**src/core/rts_pkg.sv**
```systemverilog
// constants and carrier types of the remote thermal sensor register set
// assumes the serial engine and the converter run on the same 10 MHz clock
package rts_pkg;

  // ==========================================================
  // command byte values
  localparam logic [7:0] CMD_THERMAL_RESULT   = 8'h01;
  localparam logic [7:0] CMD_SETUP_CONTROL    = 8'h03;
  localparam logic [7:0] CMD_MAKER_CODE       = 8'hfe;
  localparam logic [7:0] CMD_SILICON_REVISION = 8'hff;

  // ==========================================================
  // field layout and reset values
  localparam int         POWER_DOWN_BIT       = 6;
  localparam logic [7:0] THERMAL_RESET        = 8'h00;
  localparam logic [7:0] FULL_SCALE_TEMP      = 8'h7f;
  localparam logic       POWER_DOWN_RESET     = 1'b0;
  localparam logic [7:0] UNMAPPED_READ        = 8'h00;
  localparam logic [7:0] RESERVED_MASK        = 8'hbf;

  // ==========================================================
  // carrier types
  typedef struct packed {
    logic       wr;
    logic       rd;
    logic [7:0] cmd;
    logic [7:0] wdata;
  } rts_host_req_t;

  typedef struct packed {
    logic       done;
    logic       fault;
    logic [7:0] data;
  } rts_conv_res_t;

endpackage

```
**src/core/rts_regs.sv**
```systemverilog
// register set of a remote-junction thermal sensor, selected by command byte
// assumes a serial engine that decodes byte reads and writes into strobes
`timescale 1ns/10ps
`default_nettype none

module rts_regs #(
  // arbitrary value, not a real maker code
  parameter logic [7:0] MAKER_IDENTIFIER   = 8'h5c,
  // arbitrary value, set per silicon build
  parameter logic [7:0] PART_REVISION_CODE = 8'h00
) (
  input  wire logic                   CLOCK,
  input  wire logic                   SYS_RST,
  input  wire rts_pkg::rts_host_req_t HOST_REQ,
  input  wire rts_pkg::rts_conv_res_t CONV_RES,
  output logic [7:0]                  RD_DATA,
  output logic                        RD_VALID,
  output logic                        CONV_START,
  output logic                        CONV_ABORT,
  output logic                        CONV_BUSY,
  output logic                        POWER_DOWN
);

  // ==========================================================
  // request decode
  logic cfg_write;
  logic [7:0] wdata_clean;

  // writes to any other command byte fall through and change nothing
  assign cfg_write    = HOST_REQ.wr && (HOST_REQ.cmd == rts_pkg::CMD_SETUP_CONTROL);
  // reserved bits are dropped even if the host breaks the write-zero rule
  assign wdata_clean  = HOST_REQ.wdata & ~rts_pkg::RESERVED_MASK;

  // ==========================================================
  // setup control: only the power-down bit is stored
  logic power_down_bit_r;

  always_ff @(posedge CLOCK) begin
    if (SYS_RST) begin
      power_down_bit_r <= rts_pkg::POWER_DOWN_RESET;
    end else if (cfg_write) begin
      power_down_bit_r <= wdata_clean[rts_pkg::POWER_DOWN_BIT];
    end
  end

  always_ff @(posedge CLOCK) begin
    if (SYS_RST) begin
      POWER_DOWN <= rts_pkg::POWER_DOWN_RESET;
    end else if (cfg_write) begin
      POWER_DOWN <= wdata_clean[rts_pkg::POWER_DOWN_BIT];
    end
  end

  // ==========================================================
  // conversion sequencer
  logic run_en;
  logic accept;
  logic seq_start;
  logic seq_abort;
  logic seq_busy;

  assign run_en = !wdata_clean[rts_pkg::POWER_DOWN_BIT];

  rts_conv_seq u_seq (
    .clk       (CLOCK),
    .rst       (SYS_RST),
    .run_en    (run_en),
    .cfg_write (cfg_write),
    .conv_done (CONV_RES.done),
    .start_r   (seq_start),
    .abort_r   (seq_abort),
    .busy_r    (seq_busy),
    .accept_r  (accept)
  );

  assign CONV_START = seq_start;
  assign CONV_ABORT = seq_abort;
  assign CONV_BUSY  = seq_busy;

  // ==========================================================
  // result capture, one cycle behind the converter done pulse
  rts_pkg::rts_conv_res_t res_hold_r;

  always_ff @(posedge CLOCK) begin
    if (SYS_RST) begin
      res_hold_r <= '0;
    end else if (CONV_RES.done) begin
      res_hold_r <= CONV_RES;
    end
  end

  // ==========================================================
  // thermal result register
  logic [7:0] thermal_result_r;

  always_ff @(posedge CLOCK) begin
    if (SYS_RST) begin
      thermal_result_r <= rts_pkg::THERMAL_RESET;
    end else if (accept) begin
      // converter data is already two's complement, one degree per bit
      if (res_hold_r.fault) begin
        thermal_result_r <= rts_pkg::FULL_SCALE_TEMP;
      end else begin
        thermal_result_r <= res_hold_r.data;
      end
    end
    // no load while halted: shutdown keeps the last reading
  end

  // ==========================================================
  // read path
  logic [7:0] rd_mux;

  always_comb begin
    rd_mux = rts_pkg::UNMAPPED_READ;
    case (HOST_REQ.cmd)
      rts_pkg::CMD_THERMAL_RESULT: begin
        rd_mux = thermal_result_r;
      end
      rts_pkg::CMD_SETUP_CONTROL: begin
        rd_mux = 8'h00;
        rd_mux[rts_pkg::POWER_DOWN_BIT] = power_down_bit_r;
      end
      rts_pkg::CMD_MAKER_CODE: begin
        rd_mux = MAKER_IDENTIFIER;
      end
      rts_pkg::CMD_SILICON_REVISION: begin
        rd_mux = PART_REVISION_CODE;
      end
      default: begin
        rd_mux = rts_pkg::UNMAPPED_READ;
      end
    endcase
  end

  // a config read sees the value before a same-cycle write lands
  always_ff @(posedge CLOCK) begin
    if (SYS_RST) begin
      RD_DATA  <= 8'h00;
      RD_VALID <= 1'b0;
    end else begin
      RD_VALID <= HOST_REQ.rd;
      if (HOST_REQ.rd) begin
        RD_DATA <= rd_mux;
      end
    end
  end

endmodule

`default_nettype wire

```
**src/core/rts_conv_seq.sv**
```systemverilog
// conversion sequencer: starts, aborts and accepts converter cycles
// assumes the converter answers each start with one done pulse unless aborted
`timescale 1ns/10ps
`default_nettype none

module rts_conv_seq (
  input  wire logic clk,
  input  wire logic rst,
  input  wire logic run_en,
  input  wire logic cfg_write,
  input  wire logic conv_done,
  output logic      start_r,
  output logic      abort_r,
  output logic      busy_r,
  output logic      accept_r
);

  // ==========================================================
  // state machine
  typedef enum logic [1:0] {
    RTS_LAUNCH,
    RTS_BUSY,
    RTS_HALT
  } rts_seq_state_t;

  rts_seq_state_t state_r;
  rts_seq_state_t state_nxt;

  always_comb begin
    state_nxt = state_r;
    case (state_r)
      RTS_LAUNCH: begin
        state_nxt = RTS_BUSY;
      end
      RTS_BUSY: begin
        if (conv_done) begin
          state_nxt = RTS_LAUNCH;
        end
      end
      RTS_HALT: begin
        state_nxt = RTS_HALT;
      end
      default: begin
        state_nxt = RTS_HALT;
      end
    endcase
    // a configuration write overrides the current state at once: relaunch, or halt on power-down
    if (cfg_write) begin
      state_nxt = run_en ? RTS_LAUNCH : RTS_HALT;
    end
  end

  always_ff @(posedge clk) begin
    if (rst) begin
      state_r <= RTS_LAUNCH;
    end else begin
      state_r <= state_nxt;
    end
  end

  // ==========================================================
  // strobes toward the converter and the result register
  always_ff @(posedge clk) begin
    if (rst) begin
      start_r  <= 1'b0;
      abort_r  <= 1'b0;
      busy_r   <= 1'b0;
      accept_r <= 1'b0;
    end else begin
      start_r  <= (state_r == RTS_LAUNCH) && !cfg_write;
      // write wins over a done in the same cycle: partial result dropped
      abort_r  <= cfg_write && (state_r == RTS_BUSY || state_r == RTS_LAUNCH);
      accept_r <= (state_r == RTS_BUSY) && conv_done && !cfg_write;
      busy_r   <= (state_nxt == RTS_BUSY);
    end
  end

endmodule

`default_nettype wire

```
**config.mk**
```make
export PLATFORM = sky130hd
export DESIGN_NAME = rts_regs
export DESIGN_NICKNAME = d
export VERILOG_FILES = /design/src/core/rts_pkg.sv /design/src/core/rts_regs.sv /design/src/core/rts_conv_seq.sv
export SDC_FILE = /design/constraint.sdc
export NUM_CORES = 1
export LEC_CHECK = 0
export BUFFER_PORTS_ARGS = -buffer_cell sky130_fd_sc_hd__buf_4
export CAP_MARGIN = 20
export CORE_UTILIZATION = 52
export CTS_CLUSTER_SIZE = 8
export DETAILED_ROUTE_END_ITERATION = 10
export PLACE_DENSITY_LB_ADDON = 0.15
export SLEW_MARGIN = 15
export SYNTH_ARGS = -nofsm -noshare
export SYNTH_HDL_FRONTEND = slang
export SYNTH_HIERARCHICAL = 1
export SYNTH_SLANG_ARGS = --single-unit
```
**constraint.sdc**
```tcl
create_clock -name CLOCK -period 2.4 [get_ports CLOCK]
set_input_delay 0.6 -clock CLOCK [delete_from_list [all_inputs] [get_ports CLOCK]]
set_output_delay 0.6 -clock CLOCK [all_outputs]
set_load 0.03 [all_outputs]
```
==> metrics.md, run 1 <==
| Metric | Value |
|---|---|
| Ys Warns | 6 |
| Critical Path Start Type | flop |
| Die Area | 2590 sq um |
| Num CTS Buffers | 5 |
| Reg clk slew, reported paths | 90 ps |
| Mapped Area | 1240 sq um |
| CORE AREA | 2230 sq um |
| # H-tree levels | 2 |
| Fin. Hold Viols | 0 |
| Vias in the first global route | 877 |
| Worst Setup SP | POWER_DOWN |
| Num Clock Sinks | 33 |
| Max Fclk | 688 MHz |
| RePlAce Congestion | 0.651 |
| FP Rows | 17 |
| Worst hold path depth | 1 |
| # setup viols final | 0 |
| Crit-path cells | buf_4 |
| # port buffers | 35 |
| Psw | 0.251 mW |
| Vias per inst | 5.20 |
| Worst R2R Path Depth | 3 |
| IO Count | 43 |
| Post-synth EDFFs | 0 |
| Diodes inserted | 0 |
| Period utilization | 60.6% |
| Outcome | finished clean |
| Least-Margin Pin Slew | 434 ps |
| Initial antenna violation count | 0 |
| WL final | 2.26 mm |
| Hold path start | u_seq/state_r[1] |
| Ys flop type | dfxtp_1 |
| Max Cap Viol | 0 |
| CP Depth | 1 |
| Crit end category | output pin |
| Clock Tree Buf Depth | 2 |
| First-pass GRT wire length | 3.72 mm |
| DR iter-0 viols | 5 |
| Hold crit path type | flop to flop |
| Synth Area per Inst | 9.88 sq um |
| Max Slew Vio Count | 0 |
| Synth top area cells | dfxtp_1 53%, nor2_1 8.4%, mux2i_1 8.0% |
| Die Wd | 50.9 um |
| Largest net degree at the start of global routing | 32 |
| Met3 usage in global routing | 8.93% |
| Reg-to-reg startpoint | u_seq/accept_r |
| Setup repair bufs after CTS | 0 |
| Remaining Overflow, GRT | 0 |
| DRC | 0 |
| Largest area contributor in the netlist | dfxtp_1 |
| GRT busiest layer | met2 |
| Pwr Density | 658 nW/um^2 |
| Share of cells above drive strength 1 | 29.3% |
| Tmin final | 1450 ps |
| Top cell type's share of synthesized area | 53.1% |
| RSZ-0062 raised after global routing | no |
| Root buffer selected by CTS | clkbuf_4 |
| Worst skew pair latency | 330 ps |
| Final core occ | 71.5% |
| Post-route setup TNS | 0 ps |
| Worst path max stage delay | 360 ps |
| CTS tree | done |
| Crit-path max FO | 3 |
| Number of synthesized register bits | 33 |
| CP max stage cell | dfxtp_1 |
| Buf/Inv on CP | 1 |
| CP Class | flop to output pin |
| Clock share of power | 32.9% |
| Detail Route Antenna Nets | 0 |
| Final net count | 193 |
| DP Area | 1530 sq um |
| Die H | 50.9 um |
| Worst EP required | 1800 ps |
| GRT Total Usage | 20.4% |
| Starting Density | 55.7% |
| Seq pwr share | 55.8% |
| Peak VDD IR | 574 uV |
| Delay-heaviest family, CP | flip-flops |
| Arrival @ worst endpoint | 850 ps |
| Comb pwr share | 11.2% |
| Drt pass-1 iters | 4 |
| Layout Skew | 4.29 ps |
| Ys async rst share | 0% |
| Met1 Usage GRT | 22.8% |
| Design area | 1600 sq um |
| Max_slew headroom | 71.1% |
| Count leader, synth | dfxtp_1 |
| Via count | 998 |
| Synth top cells by count | 33 x dfxtp_1, 28 x nor2_1, 10 x a211oi_1, 10 x mux2i_1, 8 x nand2b_1 |
| Post-cts resize count | 0 |
| Gate Count Post-Synth | 126 |
| Average wire per standard cell | 11.8 um |
| Post-synth net total | 156 |
| Area Overhead vs Synth | 28.2% |
| HPWL Detailed | 1.63 mm |
| Pint | 0.799 mW |
| # hold bufs at CTS | 0 |
| Net Sw Frac | 23.9% |
| GR Util met2 | 31.6% |
| Seq/Total Area, Yosys | 53.1% |
| Yosys cell types | 24 |
| Leakage power | 0.662 nW |
[cell usage in the layout, fill, tap and decap left out, types with 2 or more instances in the layout]
| cell type | instances |
|---|---|
| buf_4 | 36 |
| nand2b_1 | 8 |
| a21oi_1 | 7 |
| nand3_1 | 4 |
| dfxtp_1 | 33 |
| clkbuf_8 | 2 |
| clkbuf_4 | 5 |
| nor2_1 | 28 |
| nor3b_1 | 2 |
| o22ai_1 | 2 |
| a211oi_1 | 10 |
| nand4_1 | 5 |
| mux2i_1 | 10 |
[cell families after synthesis]
| logic type | synth area share (%) |
|---|---|
| and+or+nand+nor | 25.3 |
| buffers and inverters | 2.21 |
| muxes | 8.94 |
| AOI/OAI and AO/OA | 10.5 |
| DFF | 53.1 |
[flip-flops by register name, indices dropped and copies added, names as in the netlist]
register	count
res_hold_r	9
RD_DATA	8
u_seq/busy_r	1
POWER_DOWN	1
u_seq/abort_r	1
u_seq/state_r	2
u_seq/start_r	1
thermal_result_r	8
RD_VALID	1
u_seq/accept_r	1
[routing by layer]
layer / part of all wire, % / wire length (um) / up-vias
li1: - / - / 523
met4: 2.0 / 46 / 0
met5: 0 / 0 / -
met3: 6.4 / 145 / 4
met1: 45 / 1020 / 439
met2: 47 / 1050 / 32
[through the flow]
step / setup WS (ps) / total power, mW / hold slack (ps) / instances
after floorplan: 796 / 0.661 / 419 / 126
after global placement: 674 / 0.712 / 432 / 184
after detailed placement: 654 / 0.718 / 449 / 184
after CTS: 921 / 1.07 / 467 / 192
after global routing: 876 / 1.10 / 491 / 192
final: 946 / 1.05 / 463 / 192
[power by group through the flow]
stage	Sequential (mW)	Combinational [mW]	Clock, mW
floorplan	0.607	0.0542	0
global placement	0.598	0.114	0
detailed placement	0.599	0.119	0
CTS	0.586	0.119	0.360
global route	0.590	0.129	0.384
finish	0.587	0.118	0.346
[final cells by class]
class                           count  area, sq um
Multi-Input combinational cell     86          557
Clock buffer                        7         65.1
Tap cell                           28         35.0
Timing Repair Buffer               36          270
Inverter                            1         3.75
Fill cell                         178          637
Clock inverter                      1         5.00
Sequential cell                    33          661
[final timing paths]
| check | to | slack (ps) |
|---|---|---|
| max | POWER_DOWN | 950 |
| min | u_seq/abort_r | 460 |
| max reg2reg | thermal_result_r[5] | 1350 |
| min reg2reg | u_seq/abort_r | 460 |
[worst reg2reg max path, stage by stage, from the launching register on]
cell      delay [ps]
dfxtp_1          600
nand2b_1         130
o22ai_1          150
nor2_1            60
No activity file was read; power rests on OpenSTA's default activity.
==> run 2, diff against run 1 <==
CORE_ASPECT_RATIO = 2   (was default)
CORE_UTILIZATION = 48   (was 52)
clock period = 1.44 ns   (was 2.4 ns; I/O delays follow)
==> metrics.md, run 2 (synthesis results as in run 1) <==
| Metric | Value |
|---|---|
| RePlAce Congestion | 0.690 (was 0.651) |
| Most frequent cells in the layout | 36 x buf_4, 33 x dfxtp_1, 28 x nor2_1, 10 x a211oi_1, 10 x mux2i_1 (unchanged) |
| Reg clk slew, reported paths | 70 ps (was 90 ps) |
| Num CTS Buffers | 5 (unchanged) |
| DRC | 0 (unchanged) |
| Seq. cell area | 661 sq um (unchanged) |
| Share of cells above drive strength 1 | 28.7% (was 29.3%) |
| Max_slew headroom | 70.2% (was 71.1%) |
| CORE AREA | 2410 sq um (was 2230 sq um) |
| # setup viols final | 0 (unchanged) |
| GRT Total Usage | 18.4% (was 20.4%) |
| Tmin final | 1200 ps |
| Vias in the first global route | 925 (was 877) |
| Post-cts resize count | 0 (unchanged) |
| Outcome | finished clean (unchanged) |
| # H-tree levels | 2 (unchanged) |
| Final core occ | 66.8% (was 71.5%) |
| Area Overhead vs Synth | 29.1% (was 28.2%) |
| Die H | 74.0 um (was 50.9 um) |
| Root buffer selected by CTS | clkbuf_8 (was clkbuf_4) |
| Cell count after placement | 183 (was 184) |
| WL final | 2.37 mm (was 2.26 mm) |
| Commonest non-fill, non-tap cell in the layout | buf_4 (unchanged) |
| Fin. Hold Viols | 0 (unchanged) |
| Crit end category | flop (was output pin) |
| Pwr Density | 1130 nW/um^2 (was 658 nW/um^2) |
| Leakage power | 0.666 nW (was 0.662 nW) |
| Worst EP required | 1620 ps (was 1800 ps) |
| First-pass GRT wire length | 3.68 mm (was 3.72 mm) |
| Total power | 1.81 mW (was 1.05 mW) |
| Multi-input gate area | 557 sq um (unchanged) |
| Final net count | 193 (unchanged) |
| Via count | 1,012 (was 998) |
| Die Area | 2810 sq um (was 2590 sq um) |
| Drt pass-1 iters | 4 (unchanged) |
| Critical Path Start Type | primary input (was flop) |
| FP Rows | 25 (was 17) |
| Diodes inserted | 0 (unchanged) |
| Vias per inst | 5.30 (was 5.20) |
| IO Count | 43 (unchanged) |
| Setup ws final | 236 ps (was 946 ps) |
| CP Class | primary input to flop (was flop to output pin) |
| Max reg flops | 9 (unchanged) |
| Period utilization | 83.6% |
| HPWL Detailed | 1.74 mm (was 1.63 mm) |
| Die Wd | 38.0 um (was 50.9 um) |
| RSZ-0062 raised after global routing | no (unchanged) |
| Arrival @ worst endpoint | 1380 ps (was 850 ps) |
| Most flop-heavy register | res_hold_r (unchanged) |
| Post-route setup TNS | 0 ps (unchanged) |
| Initial antenna violation count | 0 (unchanged) |
| Max Fclk | 830 MHz |
| Hold path start | CONV_RES[6] (was u_seq/state_r[1]) |
| Clock Tree Buf Depth | 2 (unchanged) |
| CTS tree | done (unchanged) |
| Least-Margin Pin Slew | 447 ps (was 434 ps) |
| DR iter-0 viols | 19 (was 5) |
| Peak VDD IR | 805 uV (was 574 uV) |
| Max Cap Viol | 0 (unchanged) |
| # port buffers | 35 (unchanged) |
| Pre-CTS setup slack | -47.0 ps (was 654 ps) |
| Detail Route Antenna Nets | 0 (unchanged) |
| Max Slew Vio Count | 0 (unchanged) |
| Filler cells | 202 (was 178) |
| Final cell count without fillers | 191 (was 192) |
| Setup repair bufs after CTS | 0 (unchanged) |
| Worst skew pair latency | 270 ps (was 330 ps) |
| Worst Setup SP | HOST_REQ[13] (was POWER_DOWN) |
| Average wire per standard cell | 12.4 um (was 11.8 um) |
| # hold bufs at CTS | 0 (unchanged) |
| Largest net degree at the start of global routing | 32 (unchanged) |
| Num Clock Sinks | 33 (unchanged) |
| Reg-to-reg startpoint | u_seq/accept_r (unchanged) |
| Largest regs | res_hold_r: 9 flops, RD_DATA: 8 flops, thermal_result_r: 8 flops (unchanged) |
| Remaining Overflow, GRT | 0 (unchanged) |
| Layout Skew | 4.39 ps (was 4.29 ps) |
| Hold crit path type | primary input to flop (was flop to flop) |
| Crit-path max FO | 6 (was 3) |
| Starting Density | 51.7% (was 55.7%) |
## run 2: worst max-delay path, cell delays in order
cell and delay [ps]:
buf_4 130, nor4_4 350, buf_4 210, nand3_1 70, a211oi_1 270
## run 2: per-stage QoR
step                cell area (sq um)  hold slack (ps)
CTS                              1610              310
floorplan                        1240              419
detailed placement               1530              444
finish                           1610              315
global placement                 1530              434
global route                     1610              314
## run 2: area by class of cell
| type | count | share of cell area, % |
|---|---|---|
| inverter | 1 | 0.233 |
| clock buffer | 6 | 4.51 |
| timing repair buffer | 36 | 16.8 |
| sequential | 33 | 41.1 |
| tap | 27 | 2.10 |
| clock inverter | 2 | 0.623 |
| multi-input combinational | 86 | 34.6 |
## run 2: report_power, final
part,switching (mW),internal [mW],leakage [nW]
Combinational,0.0980,0.0979,0.350
Sequential,0.0256,0.953,0.271
Clock,0.304,0.334,0.0450
Total,0.428,1.38,0.666
## run 2: final timing paths
check | endpoint | slack (ps) | depth (start not counted)
worst max-delay path | RD_DATA[3] | 240 | 5
worst min-delay path | res_hold_r[6] | 310 | 3
worst max register to register | thermal_result_r[5] | 390 | 3
worst min register to register | u_seq/start_r | 460 | 1
## run 2: layer usage
| metal | global-route usage, % | share of wire (%) | up-vias |
|---|---|---|---|
| li1 | - | - | 517 |
| met1 | 18.2 | 40 | 464 |
| met5 | 0 | 0 | - |
| met4 | 10.7 | 1.5 | 0 |
| met2 | 32.4 | 54 | 27 |
| met3 | 5.37 | 4.5 | 4 |
